**config.mk**
```make
export PLATFORM = sky130hd
export DESIGN_NAME = adc_output_config_registers
export DESIGN_NICKNAME = d
export VERILOG_FILES = /design/src/design/adc_cfg_pkg.sv /design/src/design/adc_output_config_registers.sv
export SDC_FILE = /design/constraint.sdc
export NUM_CORES = 1
export LEC_CHECK = 0
export BUFFER_PORTS_ARGS = -buffer_cell sky130_fd_sc_hd__buf_2
export CAP_MARGIN = 20
export CORE_UTILIZATION = 55
export DETAILED_ROUTE_END_ITERATION = 10
export GPL_TIMING_DRIVEN = 0
export PLACE_DENSITY_LB_ADDON = 0.12
export SYNTH_ARGS = -nofsm -noshare
export SYNTH_HDL_FRONTEND = slang
export SYNTH_SLANG_ARGS = --single-unit
```
**constraint.sdc**
```tcl
create_clock -name clock -period 3.4 [get_ports clock]
set_input_delay 0.51 -clock clock [delete_from_list [all_inputs] [get_ports clock]]
set_output_delay 0.51 -clock clock [all_outputs]
set_load 0.01 [all_outputs]
```
**src/design/adc_cfg_pkg.sv**
```systemverilog
// Behaviour
// - writing bit 0 starts self-test
// - phase code counts whole input-clock delay cycles
// - code seven gives seven cycles delay
// - phase moves output clock, sampling unchanged
// - strength codes select one to four segments
package adc_cfg_pkg;

  // ==========================================================
  // register offsets
  localparam logic [7:0] self_test_control_off = 8'h0e;
  localparam logic [7:0] offset_trim_off = 8'h10;
  localparam logic [7:0] output_format_control_off = 8'h14;
  localparam logic [7:0] output_drive_strength_off = 8'h15;
  localparam logic [7:0] output_clock_phase_off = 8'h16;
  localparam logic [7:0] output_fine_delay_off = 8'h17;
  localparam logic [7:0] user_pattern_one_low_off = 8'h19;

  // ==========================================================
  // reset values
  localparam logic [7:0] self_test_control_rst = 8'h00;
  localparam logic [7:0] offset_trim_rst = 8'h00;
  localparam logic [7:0] output_format_control_rst = 8'h00;
  localparam logic [7:0] output_drive_strength_rst = 8'h22;
  localparam logic [7:0] output_clock_phase_rst = 8'h00;
  localparam logic [7:0] output_fine_delay_rst = 8'h00;
  localparam logic [7:0] user_pattern_one_low_rst = 8'h00;

  // ==========================================================
  // field positions
  localparam int self_test_run_bit = 0;
  localparam int self_test_initialize_bit = 2;
  localparam int phase_invert_bit = 7;
  localparam int phase_lsb = 0;
  localparam int phase_width = 3;
  localparam int drive_fields = 4;
  localparam int channels = 2;
  localparam int sample_width = 12;
  localparam logic [7:0] self_test_control_mask = 8'h05;
  localparam logic [7:0] output_clock_phase_mask = 8'h87;
  localparam logic [7:0] output_fine_delay_mask = 8'ha7;
  localparam logic [7:0] output_format_control_mask = 8'hf7;
  localparam logic [sample_width-1:0] sample_max = 12'hfff;

  // register port request
  typedef struct packed {
    logic wr;
    logic rd;
    logic [7:0] addr;
    logic [7:0] wdata;
  } reg_req_t;

endpackage

```
**src/design/adc_output_config_registers.sv**
```systemverilog
`timescale 1ns/1ns
module adc_output_config_registers import adc_cfg_pkg::*; (
  input wire logic clock,
  input wire logic rstn,
  input wire reg_req_t req,
  input wire logic [channels-1:0] chan_mask,
  input wire logic [2:0] div_ratio,
  input wire logic [sample_width-1:0] sample_a,
  input wire logic [sample_width-1:0] sample_b,
  output logic [7:0] rdata,
  output logic self_test_start,
  output logic self_test_initialize,
  output logic [7:0] format_ctrl,
  output logic [4*drive_fields-1:0] drive_segments,
  output logic sample_en,
  output logic output_data_clock,
  output logic [7:0] fine_delay,
  output logic [7:0] user_pattern_one_low,
  output logic [sample_width-1:0] trimmed_a,
  output logic [sample_width-1:0] trimmed_b
);

  // ==========================================================
  // helpers
  // two-bit strength code to thermometer segment enables
  function automatic logic [3:0] segments(input logic [1:0] code);
    case (code)
      2'h0: segments = 4'h1;
      2'h1: segments = 4'h3;
      2'h2: segments = 4'h7;
      default: segments = 4'hf;
    endcase
  endfunction

  // unsigned sample plus signed trim, clamped to range
  function automatic logic [sample_width-1:0] trim(input logic [sample_width-1:0] s, input logic [7:0] o);
    logic [13:0] sum;
    sum = {2'h0, s} + {{6{o[7]}}, o};
    if (sum[13]) begin
      trim = '0;
    end else if (sum[12]) begin
      trim = sample_max;
    end else begin
      trim = sum[sample_width-1:0];
    end
  endfunction

  // ==========================================================
  // registers
  logic [7:0] self_test_control_r;
  logic [7:0] offset_trim_r [channels];
  logic [7:0] output_format_control_r;
  logic [7:0] output_drive_strength_r;
  logic [7:0] output_clock_phase_r;
  logic [7:0] output_fine_delay_r;
  logic [7:0] user_pattern_one_low_r;
  logic [7:0] rdata_r;
  logic start_r;
  logic init_r;

  // address decode
  wire wr_test = req.wr && req.addr == self_test_control_off;
  wire wr_trim = req.wr && req.addr == offset_trim_off;
  wire wr_fmt = req.wr && req.addr == output_format_control_off;
  wire wr_drv = req.wr && req.addr == output_drive_strength_off;
  wire wr_phase = req.wr && req.addr == output_clock_phase_off;
  wire wr_delay = req.wr && req.addr == output_fine_delay_off;
  wire wr_patt = req.wr && req.addr == user_pattern_one_low_off;
  // trim read comes from channel a unless only b is indexed
  wire [7:0] trim_rd = (chan_mask == 2'h2) ? offset_trim_r[1] : offset_trim_r[0];
  // read mux, unmapped addresses return zero
  wire [7:0] rd_nxt =
    (req.addr == self_test_control_off) ? self_test_control_r :
    (req.addr == offset_trim_off) ? trim_rd :
    (req.addr == output_format_control_off) ? output_format_control_r :
    (req.addr == output_drive_strength_off) ? output_drive_strength_r :
    (req.addr == output_clock_phase_off) ? output_clock_phase_r :
    (req.addr == output_fine_delay_off) ? output_fine_delay_r :
    (req.addr == user_pattern_one_low_off) ? user_pattern_one_low_r : 8'h00;

  // control register writes
  always_ff @(posedge clock) begin
    if (!rstn) begin
      self_test_control_r <= self_test_control_rst;
      output_format_control_r <= output_format_control_rst;
      output_drive_strength_r <= output_drive_strength_rst;
      output_clock_phase_r <= output_clock_phase_rst;
      output_fine_delay_r <= output_fine_delay_rst;
      user_pattern_one_low_r <= user_pattern_one_low_rst;
    end else begin
      if (wr_test) self_test_control_r <= req.wdata & self_test_control_mask;
      if (wr_fmt) output_format_control_r <= req.wdata & output_format_control_mask;
      if (wr_drv) output_drive_strength_r <= req.wdata;
      if (wr_phase) output_clock_phase_r <= req.wdata & output_clock_phase_mask;
      if (wr_delay) output_fine_delay_r <= req.wdata & output_fine_delay_mask;
      if (wr_patt) user_pattern_one_low_r <= req.wdata;
    end
  end

  // per-channel trim, written only where the channel is indexed
  genvar ch;
  generate
    for (ch = 0; ch < channels; ch++) begin : g_trim
      always_ff @(posedge clock) begin
        if (!rstn) begin
          offset_trim_r[ch] <= offset_trim_rst;
        end else if (wr_trim && chan_mask[ch]) begin
          offset_trim_r[ch] <= req.wdata;
        end
      end
    end
  endgenerate

  // self-test start and init pulses, read data register
  always_ff @(posedge clock) begin
    if (!rstn) begin
      start_r <= 1'b0;
      init_r <= 1'b0;
      rdata_r <= 8'h00;
    end else begin
      start_r <= wr_test && req.wdata[self_test_run_bit];
      init_r <= wr_test && req.wdata[self_test_initialize_bit];
      if (req.rd) rdata_r <= rd_nxt;
    end
  end

  // ==========================================================
  // input clock divider and output clock phase
  logic [2:0] div_cnt_r;
  logic [6:0] tap_r;
  logic out_clk_r;
  wire [2:0] phase = output_clock_phase_r[phase_lsb +: phase_width];
  // sampling runs the cycle after divider wrap, at count zero, whatever the phase
  wire div_wrap = div_cnt_r >= div_ratio;
  wire sample_pulse = div_cnt_r == 3'h0;
  // pick the divider phase delayed by the code in input cycles
  wire out_clk_pick = (phase == 3'h0) ? sample_pulse : tap_r[phase - 3'h1];

  // divider count and delay line, seven taps cover the largest code
  always_ff @(posedge clock) begin
    if (!rstn) begin
      div_cnt_r <= 3'h0;
      tap_r <= 7'h00;
      out_clk_r <= 1'b0;
    end else begin
      div_cnt_r <= div_wrap ? 3'h0 : div_cnt_r + 3'h1;
      tap_r <= {tap_r[5:0], sample_pulse};
      out_clk_r <= out_clk_pick;
    end
  end

  // ==========================================================
  // trimmed samples
  logic [sample_width-1:0] trim_a_r;
  logic [sample_width-1:0] trim_b_r;

  // apply each channel's signed trim
  always_ff @(posedge clock) begin
    if (!rstn) begin
      trim_a_r <= '0;
      trim_b_r <= '0;
    end else begin
      trim_a_r <= trim(sample_a, offset_trim_r[0]);
      trim_b_r <= trim(sample_b, offset_trim_r[1]);
    end
  end

  // ==========================================================
  // outputs
  generate
    for (ch = 0; ch < drive_fields; ch++) begin : g_drive
      assign drive_segments[4*ch +: 4] = segments(output_drive_strength_r[2*ch +: 2]);
    end
  endgenerate
  assign rdata = rdata_r;
  assign self_test_start = start_r;
  assign self_test_initialize = init_r;
  assign format_ctrl = output_format_control_r;
  assign sample_en = sample_pulse;
  assign output_data_clock = out_clk_r ^ output_clock_phase_r[phase_invert_bit];
  assign fine_delay = output_fine_delay_r;
  assign user_pattern_one_low = user_pattern_one_low_r;
  assign trimmed_a = trim_a_r;
  assign trimmed_b = trim_b_r;

  // ==========================================================
  // checks
  // history that reaches back into reset is masked with $past(rstn) in the phase and trim checks
  a_test_start_pulse: assert property (@(posedge clock) disable iff (!rstn)
    (wr_test && req.wdata[self_test_run_bit]) |=> self_test_start ##1 !self_test_start)
    else $error("self-test start not pulsed after write");
  a_start_needs_write: assert property (@(posedge clock) disable iff (!rstn)
    !(wr_test && req.wdata[self_test_run_bit]) |=> !self_test_start)
    else $error("self-test start without a write");
  a_phase_zero_delay: assert property (@(posedge clock) disable iff (!rstn)
    (phase == 3'h0 && $past(phase) == 3'h0 && $past(rstn)) |-> out_clk_r == $past(sample_pulse))
    else $error("phase zero output clock delayed");
  a_phase_seven_delay: assert property (@(posedge clock) disable iff (!rstn)
    (phase == 3'h7 && $past(phase, 8) == 3'h7 && $past(rstn, 9)) |-> out_clk_r == $past(sample_pulse, 8))
    else $error("phase seven output clock not seven cycles late");
  a_sample_unchanged: assert property (@(posedge clock) disable iff (!rstn)
    $past(div_wrap) |-> sample_en)
    else $error("sampling moved by divider");
  a_drive_one_seg: assert property (@(posedge clock) disable iff (!rstn)
    output_drive_strength_r[1:0] == 2'h0 |-> drive_segments[3:0] == 4'h1)
    else $error("code zero not one segment");
  a_drive_four_seg: assert property (@(posedge clock) disable iff (!rstn)
    output_drive_strength_r[7:6] == 2'h3 |-> drive_segments[15:12] == 4'hf)
    else $error("code three not four segments");
  a_drive_rank: assert property (@(posedge clock) disable iff (!rstn)
    $countones(drive_segments[7:4]) == 32'(output_drive_strength_r[3:2]) + 1)
    else $error("segment count wrong");
  a_trim_signed: assert property (@(posedge clock) disable iff (!rstn)
    (offset_trim_r[0] == 8'hff && sample_a == 12'h800 && $past(rstn)) |=> trimmed_a == 12'h7ff)
    else $error("trim not signed");
  a_trim_high_clamp: assert property (@(posedge clock) disable iff (!rstn)
    (offset_trim_r[1] == 8'h7f && sample_b == sample_max && $past(rstn)) |=> trimmed_b == sample_max)
    else $error("positive trim not clamped at full scale");
  a_trim_index: assert property (@(posedge clock) disable iff (!rstn)
    (wr_trim && chan_mask == 2'h1) |=> $stable(offset_trim_r[1]))
    else $error("unindexed channel trim changed");

endmodule // adc_output_config_registers

```
==> impl_metrics.ini <==
[place]
portBuffers = 113
gp_congestion = 0.920
hpwlAfterDp_um = 10700

[critical_path]
cp_num_buf_inv = 0
cp_max_fo = 8
reg2reg_depth = 8
crit_type = reg -> reg
cp_slowest_stage_delay_ns = 0.43
r2r_start = offset_trim_r[1][0]$_SDFFCE_PN0P_
critPathCaptureType = register
cp_top_family = compound AO/OA/AOI/OAI gates
r2r_slack_ns = 0.63
critPathArrivalTime_ns = 2.98
slowest_stage = fa_1
startpoint_type = register
worstPathCellList = ha_1 > fa_1 > a211oi_1 > o21ai_1 > a31o_2 > mux2i_1 > nor2_1 > a41oi_1
required_ns = 3.61
r2r_end = trimmed_b[9]$_SDFF_PP0_

[sta]
min_period_over_period_pct = 81.4
fin_crit_ns = 2.77
hold_violations = 0
fin_tns_setup_ns = 0
fin_skew_ns = 0.0120
rsz0062_at_grt = false
tightestPinTransition_ns = 0.652
setup_violations = 0
max_freq_mhz = 361
slew_viol_final = 0
maxSlewHeadroom_pct = 55.4

[clock_tree]
cts_tree = yes
ctsHoldBuffers = 0
cts_buffers = 9
ctsResizeCount = 0
clk_transition_reported_paths_ns = 0.09
cts_buffer_depth = 2
h-tree-depth = 3
cts_root_buf = clkbuf_8
clk_latency_ns = 0.37
post_cts_buffers = 0
cts_sinks = 95

[synth]
yosysUniqueCellTypes = 71
synthTopCellsByArea = dfxtp_1 29%, edfxtp_1 8.7%, ha_1 7.5%, mux2i_1 5.6%, nor2b_1 3.8%
ys_ff_latch = 95
synth_most_common_cell = dfxtp_1
syn-cell-area_um2 = 5540
synth_ff_type = dfxtp_1
async_flop_share_pct = 0
syn_avg_cell_area_um2 = 9.14
ys_warn_count = 0
yosysTopAreaCell = dfxtp_1
synth_commonest_cells = 79 x dfxtp_1, 54 x nand2_1, 34 x nor2b_1
synth_edf_count = 16
ys_seq_area_share_pct = 37.2
synth_top_area_share_pct = 28.6
syn_inst = 606

[die]
die_area_um2 = 10500
die_w_um = 102
start_util_pct = 56.7
rows = 36
chipHeight_um = 102
io_pins = 125
coreArea_um2 = 9770

[global_route]
grt_pass1_vias = 4524
grt_max_degree = 16
grt_overflow = 0
grt_usage_pct = 27.5
antenna_found_initial = 0
grt_first_pass_wirelength_um = 21900

[power_and_ir_drop]
cellLeakagePower_nw = 2.86
ir_drop_v = 0.000271
finalPower_mw = 2.69
p_per_area_nw_per_um2 = 411

[routing]
firstDrtPassIters = 4
wl_per_cell_um = 16.0
route.detailed.drc = 0
via_per_inst = 5.48
postRouteAntennaNets = 0
initialDrtViolationCount = 223
wl_um = 14000
num_vias = 4793

[finish]
nets = 820
multi_input_area_um2 = 3220
drive_gt1_share_pct = 23.1
fill_cells = 861
area_delta_synth_final_pct = 18.2
seqCellArea_um2 = 2060
n_antenna_cell = 0

[status]
status = finished clean

[flow_run]
maxCapViolations = 0

[min_path]
worstHoldStart = div_cnt_r[0]$_SDFF_PP0_
whs_path_depth = 1
min_to = div_cnt_r[0]$_SDFF_PP0_
hold_path.class = reg -> reg
==> state kept, by name, indices dropped and copies added (netlist names), 2 cells and up <==
register                 count
fine_delay                   5
div_cnt_r                    3
user_pattern_one_low         8
trimmed_b                   12
rdata                        8
tap_r                        7
offset_trim_r               16
self_test_control_r          2
format_ctrl                  7
output_clock_phase_r         4
output_drive_strength_r      8
trimmed_a                   12
==> power by group <==
part	leakage, nW	internal [mW]	switching, mW
clock network	0.125	0.533	0.400
logic	1.94	0.226	0.301
registers	0.796	1.20	0.0259
total	2.86	1.96	0.727
==> kinds of logic (layout without fill, tap and decap cells) <==
logic type	count (synthesis)	in the layout	share of synthesized area, %
xor+xnor	21	21	3.32
flops	95	95	37.2
compound gates	143	143	18.4
mux	33	33	6.21
other cells	2	8	0.136
fa+ha+maj	35	35	8.18
buf+inv	61	190	5.11
simple gates	216	216	21.4
==> metal layers <==
metal / part of all wire [%] / wire, µm / vias up / track usage, %
met1: 44 / 6170 / 2254 / 33.9
met3: 4.6 / 640 / 16 / 4.58
li1: - / - / 2382 / -
met5: 0 / 0 / - / 0
met2: 50 / 6930 / 141 / 48.8
met4: 1.5 / 216 / 0 / 9.01
==> per-stage QoR <==
step	instances	hold WS [ns]	util, %	setup WS (ns)	area (µm²)
5_1_grt	874	0.472	67.0	0.476	6550
3_3_place_gp	858	0.430	64.4	0.422	6290
3_5_place_dp	858	0.442	64.4	0.451	6290
6_report	874	0.451	67.0	0.631	6550
4_1_cts	874	0.447	67.0	0.629	6550
2_1_floorplan	612	0.417	-	0.844	5560
==> layout by cell type, fill, tap and decap left out, types with 14 or more instances in the layout <==
| cell | instances |
|---|---|
| o21a_1 | 14 |
| nor2_1 | 29 |
| buf_2 | 123 |
| dfxtp_1 | 79 |
| nand3_1 | 17 |
| edfxtp_1 | 16 |
| a21oi_1 | 27 |
| clkbuf_1 | 25 |
| and2_1 | 28 |
| nand2_1 | 54 |
| a21boi_0 | 14 |
| mux2i_1 | 31 |
| o21ai_0 | 18 |
| ha_1 | 33 |
| inv_1 | 17 |
| nor2b_1 | 34 |
==> worst max-delay path by stage <==
| stage | startpoint | cells past startpoint | slack [ns] | to |
|---|---|---|---|---|
| 2_1_floorplan | sample_b[0] | 8 | 0.84 | trimmed_b[9]$_SDFF_PP0_ |
| 3_3_place_gp | sample_b[0] | 9 | 0.42 | trimmed_b[9]$_SDFF_PP0_ |
| 3_5_place_dp | sample_b[0] | 9 | 0.45 | trimmed_b[9]$_SDFF_PP0_ |
| 4_1_cts | offset_trim_r[1][0]$_SDFFCE_PN0P_ | 8 | 0.63 | trimmed_b[9]$_SDFF_PP0_ |
| 5_1_grt | offset_trim_r[1][0]$_SDFFCE_PN0P_ | 8 | 0.48 | trimmed_b[9]$_SDFF_PP0_ |
| 6_report | offset_trim_r[1][0]$_SDFFCE_PN0P_ | 8 | 0.63 | trimmed_b[9]$_SDFF_PP0_ |
==> layout make-up <==
type	instances	share of cell area (%)
sequential	95	31.5
inverter	17	0.975
timing repair buffer	113	8.64
clock buffer	11	2.33
buffer	44	3.34
clock inverter	5	1.57
multi-input combinational	456	49.1
tap	133	2.54
No activity file was read; power rests on OpenSTA's default activity.
